<file path="src/amm_pkg.sv">
package amm_pkg;

  // ==========================================================
  // Register indexes (byte address is four times the index)
  // ==========================================================
  localparam logic [15:0] IDX_ROM_OPERAND_HI = 16'hFF00;
  localparam logic [15:0] IDX_ROM_OPCODE_HI  = 16'hFF01;
  localparam logic [15:0] IDX_PROG_ONE_BASE  = 16'hFF02;
  localparam logic [15:0] IDX_PROG_TWO_BASE  = 16'hFF08;
  localparam logic [15:0] IDX_STATUS         = 16'hFF20;

  // Offsets inside one programmable mapper block
  localparam logic [2:0]  OFS_TARGET_LOW     = 3'h0;
  localparam logic [2:0]  OFS_TARGET_MID     = 3'h1;
  localparam logic [2:0]  OFS_OPERAND_HI     = 3'h2;
  localparam logic [2:0]  OFS_ZONE_SRC       = 3'h3;
  localparam logic [2:0]  OFS_CONTROL        = 3'h4;
  localparam logic [2:0]  OFS_OPCODE_HI      = 3'h5;

  // ==========================================================
  // Control register layout
  // ==========================================================
  localparam int          CTL_ENABLE_BIT     = 5;
  localparam int          CTL_SIZE_MSB       = 4;
  localparam logic [7:0]  CTL_RESET          = 8'h00;
  localparam logic [7:0]  BYTE_RESET         = 8'h00;

  // ==========================================================
  // Zone sizes
  // ==========================================================
  localparam logic [4:0]  SIZE_EXP_MIN       = 5'h08;
  localparam logic [4:0]  SIZE_EXP_MAX       = 5'h10;
  localparam logic [4:0]  ROM_SIZE_EXP       = 5'h0A;

  // ==========================================================
  // Matching mapper codes
  // ==========================================================
  localparam logic [1:0]  HIT_ROM            = 2'h0;
  localparam logic [1:0]  HIT_PROG_ONE       = 2'h1;
  localparam logic [1:0]  HIT_PROG_TWO       = 2'h2;

endpackage

</file>
<file path="src/amm_zone_mapper.sv">
`timescale 1ns/1ps
module amm_zone_mapper #(
  parameter bit ALWAYS_MATCH = 1'b0
) (
  // Logical access
  input  wire logic [15:0] log_addr,
  input  wire logic        opcode_fetch,
  // Configuration
  input  wire logic        enable,
  input  wire logic [7:0]  zone_addr,
  input  wire logic [4:0]  size_exp,
  input  wire logic [15:0] target_low,
  input  wire logic [7:0]  operand_hi,
  input  wire logic [7:0]  opcode_hi,
  // Result
  output logic             hit,
  output logic [31:0]      phys_addr
);

  logic [4:0]  exp_c;
  logic [16:0] mask;
  logic [7:0]  mask_hi;

  // ==========================================================
  // Mask from zone exponent
  // ==========================================================
  always_comb
  begin
    exp_c = size_exp;
    if (size_exp < amm_pkg::SIZE_EXP_MIN)
    begin
      exp_c = amm_pkg::SIZE_EXP_MIN;
    end
    else if (size_exp > amm_pkg::SIZE_EXP_MAX)
    begin
      exp_c = amm_pkg::SIZE_EXP_MAX;
    end
    mask    = (17'h00001 << exp_c) - 17'h00001;
    mask_hi = mask[15:8];
  end

  // ==========================================================
  // Match and translate
  // ==========================================================
  always_comb
  begin
    // Upper byte compared, masked bits ignored, zone naturally aligned
    hit = ALWAYS_MATCH | (enable & (((log_addr[15:8] ^ zone_addr) & ~mask_hi) == 8'h00));
    phys_addr[7:0]   = log_addr[7:0];
    phys_addr[15:8]  = (log_addr[15:8] & mask_hi) | (target_low[7:0] & ~mask_hi);
    phys_addr[23:16] = target_low[15:8];
    phys_addr[31:24] = opcode_fetch ? opcode_hi : operand_hi;
  end

endmodule

</file>
<file path="src/amm_code_mapper.sv">
`timescale 1ns/1ps
// Function
// - zone sizes are powers of two from 256 bytes to 64K bytes.
// - a zone starts at a multiple of its own size.
// - code mappers react to instruction fetches only.
// - compare upper logical byte with zone address, ignoring masked positions.
// - translated address is driven only when enabled and matching.
// - low logical byte passes unchanged to the physical address.
// - masked bits from logical address, others from the 24-bit target.
// - non-matching mapper defers to next lower; lowest always matches.
// - dedicated resources decode bits 23..0; 31..24 may carry debug tags.
// - each programmable mapper holds zone byte, size exponent, 24-bit target, enable.
// - mask is two to the exponent minus one; exponent kept 8..16.
// - priority: programmable two, programmable one, ROM; only ROM always enabled.
// - 1K boot ROM repeats as 64 images at every 1K boundary.
// - ROM hit takes upper byte from operand or opcode tag register.
// - after reset the ROM is reachable by fetches with no setup.
// - internal RAM and internal special registers are never forwarded.
// - reset leaves both programmable code mappers disabled.
module amm_code_mapper #(
  parameter logic [23:0] ROM_BASE = 24'h000000
) (
  // Clock and reset
  input  wire logic        clk_sys,
  input  wire logic        rst_n,
  // APB slave
  input  wire logic        psel,
  input  wire logic        penable,
  input  wire logic        pwrite,
  input  wire logic [31:0] paddr,
  input  wire logic [31:0] pwdata,
  output logic             pready,
  output logic [31:0]      prdata,
  output logic             pslverr,
  // Core access
  input  wire logic        core_valid,
  input  wire logic        core_code,
  input  wire logic        core_external,
  input  wire logic        core_opcode,
  input  wire logic [15:0] core_addr,
  // System bus request
  output logic             bus_req_q,
  output logic [31:0]      bus_addr_q,
  output logic [1:0]       bus_hit_q
);

  localparam int NPROG = 2;

  generate
    if (ROM_BASE[9:0] != 10'h000)
    begin : g_chk
      $error("ROM_BASE must be aligned to 1K");
    end
  endgenerate

  // ==========================================================
  // Configuration storage
  // ==========================================================
  logic [7:0]  rom_operand_target_high_q;
  logic [7:0]  rom_opcode_target_high_q;
  logic [7:0]  tgt_low_q  [NPROG];
  logic [7:0]  tgt_mid_q  [NPROG];
  logic [7:0]  operand_q  [NPROG];
  logic [7:0]  opcode_q   [NPROG];
  logic [7:0]  zone_q     [NPROG];
  logic [7:0]  ctl_q      [NPROG];

  logic        pready_q;
  logic [31:0] prdata_q;
  logic        pslverr_q;
  logic [1:0]  status_hit_q;

  logic [15:0] reg_idx;
  logic        idx_ok;
  logic        wr_en;
  logic [7:0]  rd_byte;
  logic        rd_hit;

  assign reg_idx = paddr[17:2];
  assign idx_ok  = (paddr[31:18] == 14'h0000) && (paddr[1:0] == 2'h0);
  assign wr_en   = psel & penable & pwrite & pready_q;

  // ==========================================================
  // Read decode
  // ==========================================================
  always_comb
  begin
    logic [15:0] base;
    base    = 16'h0000;
    rd_byte = 8'h00;
    rd_hit  = 1'b0;
    if (idx_ok)
    begin
      if (reg_idx == amm_pkg::IDX_ROM_OPERAND_HI)
      begin
        rd_byte = rom_operand_target_high_q;
        rd_hit  = 1'b1;
      end
      else if (reg_idx == amm_pkg::IDX_ROM_OPCODE_HI)
      begin
        rd_byte = rom_opcode_target_high_q;
        rd_hit  = 1'b1;
      end
      else if (reg_idx == amm_pkg::IDX_STATUS)
      begin
        rd_byte = {6'h00, status_hit_q};
        rd_hit  = 1'b1;
      end
      for (int m = 0; m < NPROG; m++)
      begin
        base = (m == 0) ? amm_pkg::IDX_PROG_ONE_BASE : amm_pkg::IDX_PROG_TWO_BASE;
        if (reg_idx == base + {13'h0000, amm_pkg::OFS_TARGET_LOW})
        begin
          rd_byte = tgt_low_q[m];
          rd_hit  = 1'b1;
        end
        if (reg_idx == base + {13'h0000, amm_pkg::OFS_TARGET_MID})
        begin
          rd_byte = tgt_mid_q[m];
          rd_hit  = 1'b1;
        end
        if (reg_idx == base + {13'h0000, amm_pkg::OFS_OPERAND_HI})
        begin
          rd_byte = operand_q[m];
          rd_hit  = 1'b1;
        end
        if (reg_idx == base + {13'h0000, amm_pkg::OFS_ZONE_SRC})
        begin
          rd_byte = zone_q[m];
          rd_hit  = 1'b1;
        end
        if (reg_idx == base + {13'h0000, amm_pkg::OFS_CONTROL})
        begin
          rd_byte = ctl_q[m];
          rd_hit  = 1'b1;
        end
        if (reg_idx == base + {13'h0000, amm_pkg::OFS_OPCODE_HI})
        begin
          rd_byte = opcode_q[m];
          rd_hit  = 1'b1;
        end
      end
    end
  end

  // ==========================================================
  // APB response: one wait cycle, then pready
  // ==========================================================
  always_ff @(posedge clk_sys)
  begin
    if (!rst_n)
    begin
      pready_q  <= 1'b0;
      prdata_q  <= 32'h00000000;
      pslverr_q <= 1'b0;
    end
    else
    begin
      pready_q  <= psel & penable & ~pready_q;
      if (psel & penable & ~pready_q)
      begin
        prdata_q  <= pwrite ? 32'h00000000 : {24'h000000, rd_byte};
        pslverr_q <= ~rd_hit | (pwrite & (reg_idx == amm_pkg::IDX_STATUS));
      end
      else
      begin
        prdata_q  <= 32'h00000000;
        pslverr_q <= 1'b0;
      end
    end
  end

  assign pready  = pready_q;
  assign prdata  = prdata_q;
  assign pslverr = pslverr_q;

  // ==========================================================
  // ROM tag registers
  // ==========================================================
  always_ff @(posedge clk_sys)
  begin
    if (!rst_n)
    begin
      rom_operand_target_high_q <= amm_pkg::BYTE_RESET;
      rom_opcode_target_high_q  <= amm_pkg::BYTE_RESET;
    end
    else if (wr_en && idx_ok)
    begin
      if (reg_idx == amm_pkg::IDX_ROM_OPERAND_HI)
      begin
        rom_operand_target_high_q <= pwdata[7:0];
      end
      if (reg_idx == amm_pkg::IDX_ROM_OPCODE_HI)
      begin
        rom_opcode_target_high_q <= pwdata[7:0];
      end
    end
  end

  // ==========================================================
  // Programmable mapper registers
  // ==========================================================
  logic        prog_hit  [NPROG];
  logic [31:0] prog_phys [NPROG];

  generate
    for (genvar g = 0; g < NPROG; g++)
    begin : g_prog
      localparam logic [15:0] BASE = (g == 0) ? amm_pkg::IDX_PROG_ONE_BASE : amm_pkg::IDX_PROG_TWO_BASE;

      always_ff @(posedge clk_sys)
      begin
        if (!rst_n)
        begin
          tgt_low_q[g] <= amm_pkg::BYTE_RESET;
          tgt_mid_q[g] <= amm_pkg::BYTE_RESET;
          operand_q[g] <= amm_pkg::BYTE_RESET;
          opcode_q[g]  <= amm_pkg::BYTE_RESET;
          zone_q[g]    <= amm_pkg::BYTE_RESET;
          ctl_q[g]     <= amm_pkg::CTL_RESET;
        end
        else if (wr_en && idx_ok)
        begin
          if (reg_idx == BASE + {13'h0000, amm_pkg::OFS_TARGET_LOW})
          begin
            tgt_low_q[g] <= pwdata[7:0];
          end
          if (reg_idx == BASE + {13'h0000, amm_pkg::OFS_TARGET_MID})
          begin
            tgt_mid_q[g] <= pwdata[7:0];
          end
          if (reg_idx == BASE + {13'h0000, amm_pkg::OFS_OPERAND_HI})
          begin
            operand_q[g] <= pwdata[7:0];
          end
          if (reg_idx == BASE + {13'h0000, amm_pkg::OFS_ZONE_SRC})
          begin
            zone_q[g] <= pwdata[7:0];
          end
          if (reg_idx == BASE + {13'h0000, amm_pkg::OFS_CONTROL})
          begin
            ctl_q[g] <= {2'h0, pwdata[5:0]};
          end
          if (reg_idx == BASE + {13'h0000, amm_pkg::OFS_OPCODE_HI})
          begin
            opcode_q[g] <= pwdata[7:0];
          end
        end
      end

      amm_zone_mapper #(
        .ALWAYS_MATCH (1'b0)
      ) u_prog (
        .log_addr     (core_addr),
        .opcode_fetch (core_opcode),
        .enable       (ctl_q[g][amm_pkg::CTL_ENABLE_BIT]),
        .zone_addr    (zone_q[g]),
        .size_exp     (ctl_q[g][amm_pkg::CTL_SIZE_MSB:0]),
        .target_low   ({tgt_mid_q[g], tgt_low_q[g]}),
        .operand_hi   (operand_q[g]),
        .opcode_hi    (opcode_q[g]),
        .hit          (prog_hit[g]),
        .phys_addr    (prog_phys[g])
      );
    end
  endgenerate

  // ==========================================================
  // ROM mapper: always enabled, 1K images repeat everywhere
  // ==========================================================
  logic        rom_hit;
  logic [31:0] rom_phys;

  amm_zone_mapper #(
    .ALWAYS_MATCH (1'b1)
  ) u_rom (
    .log_addr     (core_addr),
    .opcode_fetch (core_opcode),
    .enable       (1'b1),
    .zone_addr    (8'h00),
    .size_exp     (amm_pkg::ROM_SIZE_EXP),
    .target_low   (ROM_BASE[23:8]),
    .operand_hi   (rom_operand_target_high_q),
    .opcode_hi    (rom_opcode_target_high_q),
    .hit          (rom_hit),
    .phys_addr    (rom_phys)
  );

  // ==========================================================
  // Priority select and registered bus request
  // ==========================================================
  logic [31:0] sel_phys;
  logic [1:0]  sel_hit;

  always_comb
  begin
    sel_phys = rom_phys;
    sel_hit  = amm_pkg::HIT_ROM;
    if (prog_hit[1])
    begin
      sel_phys = prog_phys[1];
      sel_hit  = amm_pkg::HIT_PROG_TWO;
    end
    else if (prog_hit[0])
    begin
      sel_phys = prog_phys[0];
      sel_hit  = amm_pkg::HIT_PROG_ONE;
    end
  end

  always_ff @(posedge clk_sys)
  begin
    if (!rst_n)
    begin
      bus_req_q    <= 1'b0;
      bus_addr_q   <= 32'h00000000;
      bus_hit_q    <= amm_pkg::HIT_ROM;
      status_hit_q <= amm_pkg::HIT_ROM;
    end
    else
    begin
      // Only external code fetches leave the core
      bus_req_q <= core_valid & core_code & core_external & rom_hit;
      if (core_valid & core_code & core_external)
      begin
        bus_addr_q   <= sel_phys;
        bus_hit_q    <= sel_hit;
        status_hit_q <= sel_hit;
      end
    end
  end

endmodule

</file>
<file path="config.mk">
export PLATFORM = sky130hd
export DESIGN_NAME = amm_code_mapper
export DESIGN_NICKNAME = d
export VERILOG_FILES = /design/src/amm_pkg.sv /design/src/amm_zone_mapper.sv /design/src/amm_code_mapper.sv
export SDC_FILE = /design/constraint.sdc
export NUM_CORES = 1
export LEC_CHECK = 0
export ABC_AREA = 1
export BUFFER_PORTS_ARGS = -buffer_cell sky130_fd_sc_hd__buf_2
export CORE_ASPECT_RATIO = 1.1
export CORE_MARGIN = 3
export CORE_UTILIZATION = 45
export CTS_BUF_LIST = sky130_fd_sc_hd__clkbuf_4 sky130_fd_sc_hd__clkbuf_8
export DETAILED_ROUTE_END_ITERATION = 10
export GPL_TIMING_DRIVEN = 0
export PLACE_DENSITY = 0.63
export SLEW_MARGIN = 15
export SYNTH_ARGS = -nofsm -noshare
export SYNTH_HDL_FRONTEND = slang
export SYNTH_SLANG_ARGS = --single-unit
</file>
<file path="constraint.sdc">
create_clock -name clk_sys -period 5.15 [get_ports clk_sys]
set_input_delay 0.515 -clock clk_sys [delete_from_list [all_inputs] [get_ports clk_sys]]
set_output_delay 0.515 -clock clk_sys [all_outputs]
set_load 0.01 [all_outputs]
</file>
==> results.md <==
* Power per cell area at roughly 270 nW/um2
* Root buf cell: clkbuf_8
* Max_cap viols at 0
* Synth Flop Type: edfxtp_1
* CTS tree: done
* Core area at about 18,000 um2
* Hold Slack at approximately 300 ps
* Yosys reg bits at 153
* Fin crit share at between 50 and 60%
* DPL Wire Length at around 22 mm
* Post-Syn Instances at about 1,100
* Post-Route WL at 28.6 mm
* Clk pin slew, worst setup/hold paths at ~90 ps
* Post-synthesis sequential area ratio at between 40% and 50%
* Arr. time, crit path at 3170 ps
* Final Setup Violations at 0
* Worst EP required at 5240 ps
* Synth warnings at 0
* Io pins at between 150 and 200
* First-pass GRT wire length at 41.9 mm
* Slew margin rel. at approximately a quarter
* Unrepaired setup endpoints after global routing: no
* Routed via count at about 7,900
* Most common cell after layout, fill and taps aside: nand2_1
* Synth-to-Final Area Change at 16.1%
* Via density at approximately 5.4
* Row count at 51
* Min-Delay Path Class: in -> reg
* Count of input and output buffers at 109
* ANT nets after route at 0
* Post_cts resized at 0
* FMAX at around 0.32 GHz
* Final nets at 1,293
* Drt pass-1 iters at 5
* Worst-Skew Late Latency at between 400 and 500 ps
* # diodes at 0
* Cts bufs inserted at 17
* DRC at 0
* Die area at between 15,000 and 20,000 um2
* Crit-path leading delay family: compound AO/OA/AOI/OAI gates
* Largest stage delay, worst path at roughly 1000 ps
* GRT Total Usage at approximately 28%
* Max FO, Critical Path at 10
* Post-synth EDFFs at 92
* Fin. Hold Viols at 0
* # Post-CTS Setup Buffers at 0
* Die W at between 100 and 150 um
* Static Leakage at roughly 4.2 nW
* Total negative slack at 0 ps
* Initial detailed-routing violation count at ~1,000
* Slew @ Worst Pin at ~1100 ps
* CTS sink cnt at 153
* Deepest clock path buffer count at 2
* CP cell instances: buf_2 > nor4_1 > and2_1 > nand2_1 > nor4_4 > inv_2 > clkbuf_1 > o21ai_0
* Starting Density at between 40% and 50%
* WS Path Type: in -> reg
* Slew Viols, Final at 0
* Initial antenna violation count at 0
* Most frequent cells in the layout: 230 x nand2_1, 155 x nor2_1, 115 x buf_2
* Worst Setup End Kind: flop
* # H-tree levels at 4
* Skew final at about 19 ps
* Hold Buf Count CTS at 0
* Synth unique cells at 47
* Fillcell total at ~1,800
* Layout cell share with drive strength beyond 1 at ~18%
* Syn_area_per_cell at 7.84 um2
* Die height at 148 um
* Placer Congestion at ~0.98
* Status: complete, no violations
* DR WL/cell at just under 20 um
* Highest-delay cell along the critical path: o21ai_0
* Worst path bufs/invs at 3
* Vias in the first global route at 7,093
* Final Critical Period at 3080 ps
* Fin area at around 9600 um2
* CP Launch Type: input pin
* Area after DPL at about 9200 um2
* Synthesized area at ~8300 um2
* Async set-reset flop share out of synthesis at 0%
* Largest net degree at the start of global routing at 17
* Largest vdd supply drop at about 0.21 mV
* Global route overflow at 0
-- synth_stat cells (2+ instances only) --
cell        n  share of area (%)
nand3b_1    2               0.18
mux2_2      4               0.55
nand4_1     5               0.38
nor3_2      2               0.24
o211ai_1   21                1.9
buf_4      25                2.3
buf_1       2              0.091
and2_1      2               0.15
xnor2_1     4               0.42
o22ai_1     2               0.15
mux2i_1     3               0.36
nor2_4      3               0.41
nand2_1   230                 10
nor4_1      5               0.38
a211oi_1    8               0.73
inv_1      99                4.5
nand3_1    48                2.9
a31oi_1    20                1.5
nand2_4     2               0.27
inv_2      13               0.59
nand2_2     3               0.23
dfxtp_1    61                 15
a21oi_1    60                3.6
nor2_2      9               0.68
xor2_1      8               0.85
buf_2       6               0.36
buf_6       4               0.55
clkbuf_1   30                1.4
o21ai_1     3               0.18
or2_0       5               0.38
edfxtp_1   92                 33
nor2_1    155                7.1
o21ai_0    99                6.0
nor3_1      5               0.30
-- layout make-up --
| class | instances | area, um2 | area share [%] |
|---|---|---|---|
| timing repair buffer | 109 | 546 | 5.70 |
| inverter | 113 | 427 | 4.46 |
| sequential | 153 | 3980 | 41.6 |
| clock inverter | 11 | 120 | 1.25 |
| clock buffer | 21 | 277 | 2.89 |
| buffer | 67 | 383 | 4.00 |
| multi-input combinational | 743 | 3540 | 37.0 |
| tap | 238 | 298 | 3.11 |
-- registers in the layout, summed over array words and instances, names as in the netlist --
name                       flops
bus_addr_q                    32
opcode_q                      16
operand_q                     16
tgt_low_q                     16
tgt_mid_q                     16
zone_q                        16
ctl_q                         12
prdata                         8
rom_opcode_target_high_q       8
rom_operand_target_high_q      8
status_hit_q                   2
bus_req_q                      1
pready                         1
pslverr                        1
-- power by group --
part,internal [W],switching [W]
registers,0.00133,0.0000280
clock network,0.000466,0.000479
logic,0.0000759,0.000160
total,0.00188,0.000668
-- cell families (layout without fill, tap and decap cells) --
kind of cell / Yosys count / count (layout) / synth area share (%)
compound gates: 219 / 219 / 14.8
xor+xnor: 12 / 12 / 1.27
other cells: 1 / 24 / 0.0455
flops: 153 / 153 / 48.3
buf+inv: 180 / 321 / 9.81
mux: 7 / 7 / 0.910
simple gates: 481 / 481 / 24.9
-- path summary, 6_finish.rpt --
check                start         endpoint  slack [ps]  cells past startpoint
max              paddr[31]  operand_q[0][7]        2070                      8
min           core_addr[6]    bus_addr_q[6]         300                      3
max reg2reg         pready  operand_q[0][7]        2210                      5
min reg2reg  bus_addr_q[5]    bus_addr_q[5]         470                      2
-- tightest hold or removal path: cells and delay by family --
family / cells / cell delay (ps)
AO/OA/AOI/OAI: 1 / 50
buffers and inverters: 1 / 90
AND/OR/NAND/NOR: 1 / 50
-- routing by layer --
layer	global-route usage (%)	vias up	part of all wire, %
li1	-	3755	-
met1	39.9	3592	42
met2	42.6	455	44
met3	5.75	64	10
met4	11.8	0	4.1
met5	0	-	0
-- metrics by stage --
step / setup WS (ps) / total power [W] / util [%] / std cells
after floorplan: 2540 / 0.00151 / - / 1076
after global placement: 1510 / 0.00162 / 51.4 / 1423
after detailed placement: 1470 / 0.00162 / 51.4 / 1423
after CTS: 1950 / 0.00254 / 53.6 / 1455
after global routing: 1810 / 0.00261 / 53.6 / 1455
final: 2070 / 0.00254 / 53.6 / 1455
Power figures use the tool's default switching activity.
